## src/rss_pkg.sv

```systemverilog
package rss_pkg;

	////////////////////////////////////////////////////////////////////////
	// Widths and depths
	////////////////////////////////////////////////////////////////////////
	localparam int PC_W   = 21;                  // Program counter width
	localparam int PTR_W  = 5;                   // Stack pointer width
	localparam int DEPTH  = 32;                  // Entries, slot 0 never written by a push
	localparam int DATA_W = 8;                   // Register bus data width
	localparam int ADDR_W = 4;                   // Register bus address width
	localparam int N_TOS_BYTES = 3;              // Low, high, upper bytes

	////////////////////////////////////////////////////////////////////////
	// Register offsets
	////////////////////////////////////////////////////////////////////////
	localparam logic [ADDR_W-1:0] OFF_TOP_ENTRY_LOW_BYTE   = 4'h0;
	localparam logic [ADDR_W-1:0] OFF_TOP_ENTRY_HIGH_BYTE  = 4'h1;
	localparam logic [ADDR_W-1:0] OFF_TOP_ENTRY_UPPER_BYTE = 4'h2;
	localparam logic [ADDR_W-1:0] OFF_RETURN_STACK_POINTER = 4'h3;
	localparam logic [ADDR_W-1:0] OFF_IRQ_STATUS           = 4'h4;
	localparam logic [ADDR_W-1:0] OFF_IRQ_MASK             = 4'h5;

	////////////////////////////////////////////////////////////////////////
	// Field positions
	////////////////////////////////////////////////////////////////////////
	localparam int FULL_BIT  = 7;                // Stack full flag
	localparam int UNF_BIT   = 6;                // Stack underflow flag
	localparam int EV_FULL   = 0;                // Interrupt status bit, full
	localparam int EV_UNF    = 1;                // Interrupt status bit, underflow
	localparam int N_EVENTS  = 2;                // Interrupt sources

	////////////////////////////////////////////////////////////////////////
	// Values after reset and limits
	////////////////////////////////////////////////////////////////////////
	localparam logic [PTR_W-1:0]    PTR_RST   = 5'h00;
	localparam logic [PTR_W-1:0]    PTR_MAX   = 5'h1f;
	localparam logic [PTR_W-1:0]    PTR_EMPTY = 5'h00;
	localparam logic [N_EVENTS-1:0] IRQ_RST   = 2'h0;
	localparam logic [DATA_W-1:0]   SHADOW_RST = 8'h00;

	////////////////////////////////////////////////////////////////////////
	// Types
	////////////////////////////////////////////////////////////////////////
	// Sequencer requests, all one-cycle pulses
	typedef struct packed {
		logic            push;
		logic            pop;
		logic            vector_int;
		logic            fast_call;
		logic            fast_return;
		logic [PC_W-1:0] pc;
	} rss_seq_req_t;

	// Status, working and bank-select register set
	typedef struct packed {
		logic [DATA_W-1:0] status;
		logic [DATA_W-1:0] working_register;
		logic [DATA_W-1:0] bank_select_register;
	} rss_core_regs_t;

	// Register bus request
	typedef struct packed {
		logic              wr;
		logic              rd;
		logic [ADDR_W-1:0] addr;
		logic [DATA_W-1:0] wdata;
	} rss_bus_req_t;

	// Stack error reset sequencer
	typedef enum logic {
		ERR_IDLE,
		ERR_RESET
	} rss_err_state_t;

endpackage

```

## src/rss_stack_mem.sv

```systemverilog
`timescale 1ns/1ps
module rss_stack_mem
	import rss_pkg::*;
(
	input  wire logic                  core_clk,
	input  wire logic                  ce,
	input  wire logic                  we,
	input  wire logic [PTR_W-1:0]      waddr,
	input  wire logic [PC_W-1:0]       wdata,
	input  wire logic [PTR_W-1:0]      raddr,
	output logic      [PC_W-1:0]       rdata
);
	import rss_pkg::*;

	logic [PC_W-1:0] mem [DEPTH];            // Stack entries, no reset needed

	////////////////////////////////////////////////////////////////////////
	// Write port
	always_ff @(posedge core_clk) begin
		if (ce && we) begin
			mem[waddr] <= wdata;
		end
	end

	// Registered read, write-first so a fresh push is seen at once
	always_ff @(posedge core_clk) begin
		if (ce) begin
			if (we && (waddr == raddr)) begin
				rdata <= wdata;
			end else begin
				rdata <= mem[raddr];
			end
		end
	end

endmodule

```

## src/rss_shadow.sv

```systemverilog
`timescale 1ns/1ps
module rss_shadow
	import rss_pkg::*;
(
	input  wire logic                  core_clk,
	input  wire logic                  rst,
	input  wire logic                  ce,
	input  wire logic                  save,
	input  wire logic                  restore,
	input  rss_pkg::rss_core_regs_t    live,
	output logic                       restore_valid,
	output rss_pkg::rss_core_regs_t    restored
);
	import rss_pkg::*;

	rss_core_regs_t shadow_reg;              // One level, hidden from software

	////////////////////////////////////////////////////////////////////////
	// Capture; a later save simply overwrites, there is one level only
	always_ff @(posedge core_clk) begin
		if (rst) begin
			shadow_reg <= '{SHADOW_RST, SHADOW_RST, SHADOW_RST};
		end else if (ce && save) begin
			shadow_reg <= live;
		end
	end

	// Restore strobe and copied-back values
	always_ff @(posedge core_clk) begin
		if (rst) begin
			restore_valid <= 1'b0;
			restored      <= '{SHADOW_RST, SHADOW_RST, SHADOW_RST};
		end else if (ce) begin
			restore_valid <= restore;
			if (restore) begin
				restored <= shadow_reg;
			end
		end
	end

endmodule

```

## src/rss_top.sv

```systemverilog
`timescale 1ns/1ps
module rss_top
	import rss_pkg::*;
(
	input  wire logic                       core_clk,
	input  wire logic                       rst,
	input  wire logic                       ce,
	input  rss_pkg::rss_bus_req_t           bus_req,
	output logic      [rss_pkg::DATA_W-1:0] bus_rdata,
	input  rss_pkg::rss_seq_req_t           seq_req,
	input  rss_pkg::rss_core_regs_t         core_regs,
	input  wire logic                       stack_error_reset_enable,
	output logic      [rss_pkg::PC_W-1:0]   top_of_stack,
	output logic      [rss_pkg::PTR_W-1:0]  stack_ptr,
	output logic                            restore_valid,
	output rss_pkg::rss_core_regs_t         restored_regs,
	output logic                            stack_reset_req,
	output logic                            irq
);
	import rss_pkg::*;

	////////////////////////////////////////////////////////////////////////
	// Declarations
	////////////////////////////////////////////////////////////////////////
	logic [PTR_W-1:0]    ptr_reg;            // Current stack location
	logic [PTR_W-1:0]    ptr_next;           // Location after this cycle
	logic                full_reg;           // Stack full flag
	logic                unf_reg;            // Stack underflow flag
	logic                mem_we;             // Stack entry write
	logic [PTR_W-1:0]    mem_waddr;          // Entry being written
	logic [PC_W-1:0]     mem_wdata;          // Value being written
	logic [PC_W-1:0]     tos_q;              // Registered top entry
	logic [PC_W-1:0]     tos_merged;         // Top entry with one byte replaced
	logic                do_push;            // Push accepted this cycle
	logic                do_pop;             // Pop accepted this cycle
	logic                ev_full;            // Stack became full or overflowed
	logic                ev_unf;             // Pop with empty stack
	logic                wr_ptr;             // Software write to pointer register
	logic                wr_tos;             // Software write to a top byte
	logic [N_EVENTS-1:0] irq_status_reg;     // Sticky event bits
	logic [N_EVENTS-1:0] irq_mask_reg;       // Event enables
	logic [N_EVENTS-1:0] irq_events;         // Events of this cycle
	logic [DATA_W-1:0]   rd_mux;             // Read data before the register
	rss_err_state_t      err_state_reg;      // Reset sequencer state
	rss_err_state_t      err_state_next;     // Its next value
	logic                err_arm_reg;        // Enabled event seen last cycle

	////////////////////////////////////////////////////////////////////////
	// Helpers
	////////////////////////////////////////////////////////////////////////
	// Address decode, used by both the write and the read paths
	function automatic logic reg_hit(
		input logic [ADDR_W-1:0] addr,
		input logic [ADDR_W-1:0] off
	);
		reg_hit = (addr == off);
	endfunction

	// Offset of a top entry byte by its lane number
	function automatic logic [ADDR_W-1:0] tos_off(input int lane);
		logic [ADDR_W-1:0] off;
		off = OFF_TOP_ENTRY_LOW_BYTE;
		unique case (lane)
			1: off = OFF_TOP_ENTRY_HIGH_BYTE;
			2: off = OFF_TOP_ENTRY_UPPER_BYTE;
			default: off = OFF_TOP_ENTRY_LOW_BYTE;
		endcase
		tos_off = off;
	endfunction

	////////////////////////////////////////////////////////////////////////
	// Sequencer decode
	////////////////////////////////////////////////////////////////////////
	// Push and pop together are not a legal request; push is taken
	always_comb begin
		do_push = seq_req.push;
		do_pop  = seq_req.pop && !seq_req.push;
	end

	// Full when a push lands on the last slot or finds it taken
	always_comb begin
		ev_full = do_push && (ptr_reg >= (PTR_MAX - 5'h01));
		ev_unf  = do_pop && (ptr_reg == PTR_EMPTY);
	end

	////////////////////////////////////////////////////////////////////////
	// Software write decode
	////////////////////////////////////////////////////////////////////////
	always_comb begin
		wr_ptr = bus_req.wr && reg_hit(bus_req.addr, OFF_RETURN_STACK_POINTER);
		wr_tos = 1'b0;
		for (int i = 0; i < N_TOS_BYTES; i++) begin
			if (bus_req.wr && reg_hit(bus_req.addr, tos_off(i))) begin
				wr_tos = 1'b1;
			end
		end
	end

	// Byte lane replacement of the top entry; the upper lane is short
	generate
		for (genvar g = 0; g < N_TOS_BYTES; g++) begin : g_lane
			localparam int LO = g * DATA_W;
			localparam int HI = ((g + 1) * DATA_W > PC_W) ? PC_W - 1
			                                              : (g + 1) * DATA_W - 1;
			always_comb begin
				if (reg_hit(bus_req.addr, tos_off(g))) begin
					tos_merged[HI:LO] = bus_req.wdata[HI-LO:0];
				end else begin
					tos_merged[HI:LO] = tos_q[HI:LO];
				end
			end
		end
	endgenerate

	////////////////////////////////////////////////////////////////////////
	// Stack pointer
	////////////////////////////////////////////////////////////////////////
	// Core operations outrank a software pointer write in the same cycle
	always_comb begin
		ptr_next = ptr_reg;
		if (do_push) begin
			if (ptr_reg != PTR_MAX) begin
				ptr_next = ptr_reg + 5'h01;
			end
		end else if (do_pop) begin
			if (ptr_reg != PTR_EMPTY) begin
				ptr_next = ptr_reg - 5'h01;
			end
		end else if (wr_ptr) begin
			ptr_next = bus_req.wdata[PTR_W-1:0];
		end
	end

	// Saturation keeps the pointer inside the stack either way
	always_ff @(posedge core_clk) begin
		if (rst) begin
			ptr_reg <= PTR_RST;
		end else if (ce) begin
			ptr_reg <= ptr_next;
		end
	end

	////////////////////////////////////////////////////////////////////////
	// Stack entry writes
	////////////////////////////////////////////////////////////////////////
	// An overflowing push is dropped so the last entry is kept intact
	always_comb begin
		mem_we    = 1'b0;
		mem_waddr = ptr_reg;
		mem_wdata = tos_merged;
		if (do_push) begin
			mem_we    = (ptr_reg != PTR_MAX);
			mem_waddr = ptr_reg + 5'h01;
			mem_wdata = seq_req.pc;
		end else if (wr_tos && !do_pop) begin
			mem_we    = 1'b1;
		end
	end

	// Entry store; read address follows the pointer's next value
	rss_stack_mem u_mem (
		.core_clk (core_clk),
		.ce       (ce),
		.we       (mem_we),
		.waddr    (mem_waddr),
		.wdata    (mem_wdata),
		.raddr    (ptr_next),
		.rdata    (tos_q)
	);

	////////////////////////////////////////////////////////////////////////
	// Full and underflow flags
	////////////////////////////////////////////////////////////////////////
	// Software writes zero to clear; a one leaves the flag alone
	always_ff @(posedge core_clk) begin
		if (rst) begin
			full_reg <= 1'b0;
		end else if (ce) begin
			if (ev_full) begin
				full_reg <= 1'b1;
			end else if (wr_ptr && !bus_req.wdata[FULL_BIT]) begin
				full_reg <= 1'b0;
			end
		end
	end

	// Same scheme; an event beside a clearing write wins
	always_ff @(posedge core_clk) begin
		if (rst) begin
			unf_reg <= 1'b0;
		end else if (ce) begin
			if (ev_unf) begin
				unf_reg <= 1'b1;
			end else if (wr_ptr && !bus_req.wdata[UNF_BIT]) begin
				unf_reg <= 1'b0;
			end
		end
	end

	////////////////////////////////////////////////////////////////////////
	// Stack error reset
	////////////////////////////////////////////////////////////////////////
	// Arm on the event edge, together with the flag; the pulse comes a
	// cycle later so software-visible state leads the device reset
	always_ff @(posedge core_clk) begin
		if (rst) begin
			err_arm_reg <= 1'b0;
		end else if (ce) begin
			err_arm_reg <= (ev_full || ev_unf) && stack_error_reset_enable;
		end
	end

	// Flag is set on the event edge, the reset pulse follows one cycle
	// later so the flag is already visible when the reset goes out
	always_comb begin
		err_state_next = ERR_IDLE;
		unique case (err_state_reg)
			ERR_IDLE: begin
				if (err_arm_reg) begin
					err_state_next = ERR_RESET;
				end
			end
			ERR_RESET: begin
				err_state_next = ERR_IDLE;
			end
		endcase
	end

	// Sequencer state
	always_ff @(posedge core_clk) begin
		if (rst) begin
			err_state_reg <= ERR_IDLE;
		end else if (ce) begin
			err_state_reg <= err_state_next;
		end
	end

	// With the enable low the flags alone record the event
	always_comb begin
		stack_reset_req = (err_state_reg == ERR_RESET);
	end

	////////////////////////////////////////////////////////////////////////
	// Shadow register set
	////////////////////////////////////////////////////////////////////////
	// Every vector saves, so a nested high priority entry overwrites
	// what the low priority entry stored; software must save its own
	rss_shadow u_shadow (
		.core_clk      (core_clk),
		.rst           (rst),
		.ce            (ce),
		.save          (seq_req.vector_int || seq_req.fast_call),
		.restore       (seq_req.fast_return),
		.live          (core_regs),
		.restore_valid (restore_valid),
		.restored      (restored_regs)
	);

	////////////////////////////////////////////////////////////////////////
	// Interrupt status and mask
	////////////////////////////////////////////////////////////////////////
	always_comb begin
		irq_events          = '0;
		irq_events[EV_FULL] = ev_full;
		irq_events[EV_UNF]  = ev_unf;
	end

	// Sticky bits, write one to clear, a new event wins over the clear
	always_ff @(posedge core_clk) begin
		if (rst) begin
			irq_status_reg <= IRQ_RST;
		end else if (ce) begin
			if (bus_req.wr && reg_hit(bus_req.addr, OFF_IRQ_STATUS)) begin
				irq_status_reg <= (irq_status_reg & ~bus_req.wdata[N_EVENTS-1:0])
				                  | irq_events;
			end else begin
				irq_status_reg <= irq_status_reg | irq_events;
			end
		end
	end

	// Mask, plain read/write
	always_ff @(posedge core_clk) begin
		if (rst) begin
			irq_mask_reg <= IRQ_RST;
		end else if (ce && bus_req.wr && reg_hit(bus_req.addr, OFF_IRQ_MASK)) begin
			irq_mask_reg <= bus_req.wdata[N_EVENTS-1:0];
		end
	end

	// Level output, high while any enabled bit is pending
	always_comb begin
		irq = |(irq_status_reg & irq_mask_reg);
	end

	////////////////////////////////////////////////////////////////////////
	// Read path
	////////////////////////////////////////////////////////////////////////
	// Unmapped offsets read zero; bit 5 of the pointer register too
	always_comb begin
		rd_mux = '0;
		if (reg_hit(bus_req.addr, OFF_TOP_ENTRY_LOW_BYTE)) begin
			rd_mux = tos_q[DATA_W-1:0];
		end else if (reg_hit(bus_req.addr, OFF_TOP_ENTRY_HIGH_BYTE)) begin
			rd_mux = tos_q[2*DATA_W-1:DATA_W];
		end else if (reg_hit(bus_req.addr, OFF_TOP_ENTRY_UPPER_BYTE)) begin
			rd_mux[PC_W-2*DATA_W-1:0] = tos_q[PC_W-1:2*DATA_W];
		end else if (reg_hit(bus_req.addr, OFF_RETURN_STACK_POINTER)) begin
			rd_mux[PTR_W-1:0] = ptr_reg;
			rd_mux[FULL_BIT]  = full_reg;
			rd_mux[UNF_BIT]   = unf_reg;
		end else if (reg_hit(bus_req.addr, OFF_IRQ_STATUS)) begin
			rd_mux[N_EVENTS-1:0] = irq_status_reg;
		end else if (reg_hit(bus_req.addr, OFF_IRQ_MASK)) begin
			rd_mux[N_EVENTS-1:0] = irq_mask_reg;
		end
	end

	// Read data stand only in the cycle after the strobe
	always_ff @(posedge core_clk) begin
		if (rst) begin
			bus_rdata <= '0;
		end else if (ce) begin
			bus_rdata <= bus_req.rd ? rd_mux : '0;
		end
	end

	////////////////////////////////////////////////////////////////////////
	// Status outputs
	////////////////////////////////////////////////////////////////////////
	// The top entry is registered by the store; the pointer is a flop
	always_comb begin
		top_of_stack = tos_q;
		stack_ptr    = ptr_reg;
	end

endmodule

```

## config.mk

```make
export PLATFORM = sky130hd
export DESIGN_NAME = rss_top
export DESIGN_NICKNAME = d
export VERILOG_FILES = /design/src/rss_pkg.sv /design/src/rss_stack_mem.sv /design/src/rss_shadow.sv /design/src/rss_top.sv
export SDC_FILE = /design/constraint.sdc
export NUM_CORES = 1
export LEC_CHECK = 0
export BUFFER_PORTS_ARGS = -buffer_cell sky130_fd_sc_hd__buf_2
export CELL_PAD_IN_SITES_DETAIL_PLACEMENT = 0
export CELL_PAD_IN_SITES_GLOBAL_PLACEMENT = 2
export CORE_UTILIZATION = 45
export CTS_BUF_LIST = sky130_fd_sc_hd__clkbuf_8
export DETAILED_ROUTE_END_ITERATION = 7
export GPL_TIMING_DRIVEN = 0
export PLACE_DENSITY_LB_ADDON = 0.1
export SLEW_MARGIN = 40
export SYNTH_ARGS = -nofsm -noshare
export SYNTH_HDL_FRONTEND = slang
export SYNTH_SLANG_ARGS = --single-unit
```

## constraint.sdc

```tcl
create_clock -name core_clk -period 5.53 [get_ports core_clk]
set_input_delay 0.8295 -clock core_clk [delete_from_list [all_inputs] [get_ports core_clk]]
set_output_delay 0.8295 -clock core_clk [all_outputs]
set_load 0.01 [all_outputs]
```

==> summary.md <==
| Metric | Value |
|---|---|
| Post-DP HPWL | `approximately 76000 um` |
| CP Cell Sequence | `clkbuf_1, nand3_1, inv_1, ha_1, mux2_2, nand2_1, and4_1, buf_2, buf_2, buf_2, nand2_1, a32oi_1, a31oi_1, a32oi_1` |
| Vias/cell | `5.95` |
| First-pass GRT wire length | `between 150000 and 200000 um` |
| Die ar. | `0.0702 mm2` |
| Setup Fix Bufs, Post-CTS | `0` |
| Core ar. | `0.0685 mm2` |
| Worst path arrival time | `roughly 5.4 ns` |
| Min Tclk post-route | `4.89 ns` |
| Total I/O pin count | `around 130` |
| Worst-Margin Slew | `0.911 ns` |
| CP max stage delay | `0.57 ns` |
| Worst R2R Path Depth | `14` |
| Max-slew headroom | `between 30% and 40%` |
| Net count, final | `2799` |
| Die Y | `roughly 260 um` |
| Synth Cell Area | `0.0311 mm2` |
| WP buf/inv | `5` |
| CTS Sinks | `between 700 and 800` |
| Worst skew pair latency | `just under 0.8 ns` |
| YS warnings | `0` |
| Crit path kind | `register to register` |
| CTS tree | `done` |
| Combinational Power Share | `around 17%` |
| Outcome | `finished, final reports clean` |
| Hold depth | `3` |
| Fin crit share | `approximately nine tenths` |
| Clock share of power | `approximately 34%` |
| Fillers | `a little under 6000` |
| PortBufs | `~130` |
| Post-synth EDFFs | `693` |
| Async S/R FF share, synth | `0%` |
| Post-cts sizing count | `0` |
| CP most frequent cell | `buf_2` |
| Final setup viols | `0` |
| Largest register FFs | `approximately 670` |
| Internal | `roughly 0.0095 W` |
| Worst VDD drop | `around 260 uV` |
| Layout Cell Area excl Fill | `0.0369 mm2` |
| Post-CTS Hold Fix Bufs | `0` |
| Tot GR Track Use | `30.5%` |
| RSZ-0062 raised after global routing | `no` |
| Fmax | `a little over 200 MHz` |
| TritonRoute pass-1 iters | `6` |
| Switch share | `between 20 and 30%` |
| Layout Utilization | `between 50% and 60%` |
| Synth Flop Type | `edfxtp_1` |
| Register clock-pin slew on the reported worst setup and hold paths | `~0.060 ns` |
| Final slew viol count | `0` |
| Sequential fraction of the synthesis area | `71.4%` |
| CP endpoint kind | `register` |
| Layout cells sized above 1 | `between 10% and 20%` |
| CP Max Fanout | `10` |
| Leak Pwr | `~13 nW` |
| Cell Pwr Density | `approximately 370 mW/mm2` |
| Congestion Overflow GR | `0` |
| Final antenna-violating net count | `0` |
| Cell family with most CP delay | `buffers and inverters` |
| P_sw | `~0.0040 W` |
| Syn nets | `2473` |
| Hold Crit Class | `input port to register` |
| Final hold vios | `0` |
| Worst clock skew | `around 0.038 ns` |
| Slowest cell on crit path | `dfxtp_1` |
| Clock buffer depth | `3` |
| Syn Area/Cell | `13.0 um2` |
| Reg power frac | `approximately half` |
| Most frequent cells in the layout | `693 x edfxtp_1, 623 x nand2_1, 193 x buf_2, 149 x mux2i_1, 140 x clkbuf_8` |
| Synth unique cells | `between 60 and 70` |
| Initial antenna violation count | `4` |
| Final wirelength | `around 110000 um` |
| Wirelength per Cell | `about 29 um` |
| CP Data Required Time | `between 6 and 7 ns` |
| Via count | `about 22000` |
| Root Driver | `clkbuf_8` |
| Max-cap violation count | `0` |
| Synthesized instance count | `2400` |
| H-tree lvl count | `4` |
| Initial DRC count | `2489` |
| CTS Buf Count | `about 130` |
| FF+latch count, synth | `around 760` |
| FP Rows | `between 90 and 100` |
| DRC | `0` |
| Syn-to-layout area delta | `18.7%` |
| GPL Wtd Cong | `0.964` |
| Largest net degree at the start of global routing | `30` |
| Width of the die | `265 um` |
| Worst setup SP type | `register` |
| Number of stages on the worst setup path | `14` |
| Initial Util | `between 40% and 50%` |
| Cell area after placement | `0.0346 mm2` |
| Most common cell after layout, fill and taps aside | `edfxtp_1` |
| Number of global-route vias before repair | `21082` |
| Total power | `~0.013 W` |
## layer usage
layer / vias up / global-route usage (%) / routed length (um)
met5: - / 0 / 13
met4: 2 / 11.8 / 3640
met3: 193 / 5.64 / 8790
met2: 1119 / 48.1 / 49600
met1: 11039 / 41.9 / 44500
li1: 9633 / - / -
## synth_stat cells (2+ instances only)
| library cell | count | area, um2 |
|---|---|---|
| nand2_1 | 623 | 2340 |
| a22oi_1 | 3 | 22.5 |
| o31a_1 | 2 | 17.5 |
| o2111ai_1 | 4 | 35.0 |
| ha_1 | 5 | 62.6 |
| nor2_2 | 4 | 25.0 |
| and2_1 | 2 | 12.5 |
| a211oi_1 | 18 | 135 |
| a311oi_1 | 23 | 201 |
| and4_1 | 2 | 17.5 |
| clkbuf_1 | 62 | 233 |
| dfxtp_1 | 70 | 1400 |
| nand2b_1 | 6 | 37.5 |
| o22ai_1 | 9 | 56.3 |
| edfxtp_1 | 693 | 20800 |
| o21ai_0 | 31 | 155 |
| buf_2 | 64 | 320 |
| nor2b_1 | 8 | 50.1 |
| a221oi_1 | 8 | 70.1 |
| o21ai_1 | 7 | 35.0 |
| a31oi_1 | 83 | 519 |
| a32oi_1 | 43 | 377 |
| o32ai_1 | 3 | 26.3 |
| inv_1 | 25 | 93.8 |
| a21oi_1 | 77 | 385 |
| nand3_1 | 119 | 596 |
| nor2_1 | 93 | 349 |
| o211ai_1 | 23 | 173 |
| xnor2_1 | 4 | 35.0 |
| nand3b_1 | 2 | 15.0 |
| a221oi_2 | 3 | 45.0 |
| a211oi_2 | 2 | 25.0 |
| buf_4 | 21 | 158 |
| or2_2 | 2 | 12.5 |
| mux2i_1 | 149 | 1490 |
| buf_1 | 10 | 37.5 |
| nand4_1 | 53 | 332 |
| nor3_1 | 5 | 25.0 |
| and3_1 | 2 | 12.5 |
| a41oi_1 | 11 | 96.3 |
## power groups by stage
stage / registers [W] / clock network (W) / logic [W]
after floorplan: 0.00669 / 0 / 0.00108
after global placement: 0.00676 / 0 / 0.00201
after detailed placement: 0.00671 / 0 / 0.00221
after CTS: 0.00659 / 0.00472 / 0.00222
after global routing: 0.00659 / 0.00495 / 0.00235
final: 0.00659 / 0.00464 / 0.00225
## cell type report
| type | count | area, um2 | share of cell area [%] |
|---|---|---|---|
| flip-flops and latches | 763 | 22200 | 60.1 |
| multi-input cells | 1454 | 8580 | 23.2 |
| clock inverters | 80 | 392 | 1.06 |
| diodes | 3 | 7.51 | 0.0203 |
| well taps | 882 | 1100 | 2.99 |
| repair buffers | 191 | 1850 | 5.00 |
| clock buffers | 140 | 1930 | 5.22 |
| inverters | 25 | 93.8 | 0.254 |
| plain buffers | 158 | 767 | 2.08 |
## per-stage QoR
stage	cells	hold WS [ns]	worst slack (ns)	setup TNS [ns]
after floorplan	2400	0.432	1.35	0
after global placement	3407	0.442	-2.43	-492.22
after detailed placement	3472	0.444	0.527	0
after CTS	3692	0.210	0.645	0
after global routing	3695	0.248	0.528	0
final	3696	0.280	0.642	0
## worst min-delay path, cell delays in order
cell and delay [ns]:
buf_2 0.10, nand2_1 0.05, a21oi_1 0.05
## worst paths after layout
| path | from | endpoint | slack (ns) |
|---|---|---|---|
| worst min register to register | u_shadow.restored[12] | u_shadow.restored[12] | 0.45 |
| worst max-delay path | stack_ptr[2] | u_mem.rdata[11] | 0.64 |
| worst max register to register | stack_ptr[2] | u_mem.rdata[11] | 0.64 |
| worst min-delay path | core_regs[0] | u_shadow.shadow_reg[0] | 0.28 |
## logic make-up after synthesis
family	synth area share (%)
and+or+nand+nor	12.7
DFF	71.4
AOI/OAI and AO/OA	8.02
buffers and inverters	2.74
muxes	4.83
xor gates and xnor gates	0.141
adders and majority gates	0.201
Power figures use the tool's default switching activity.
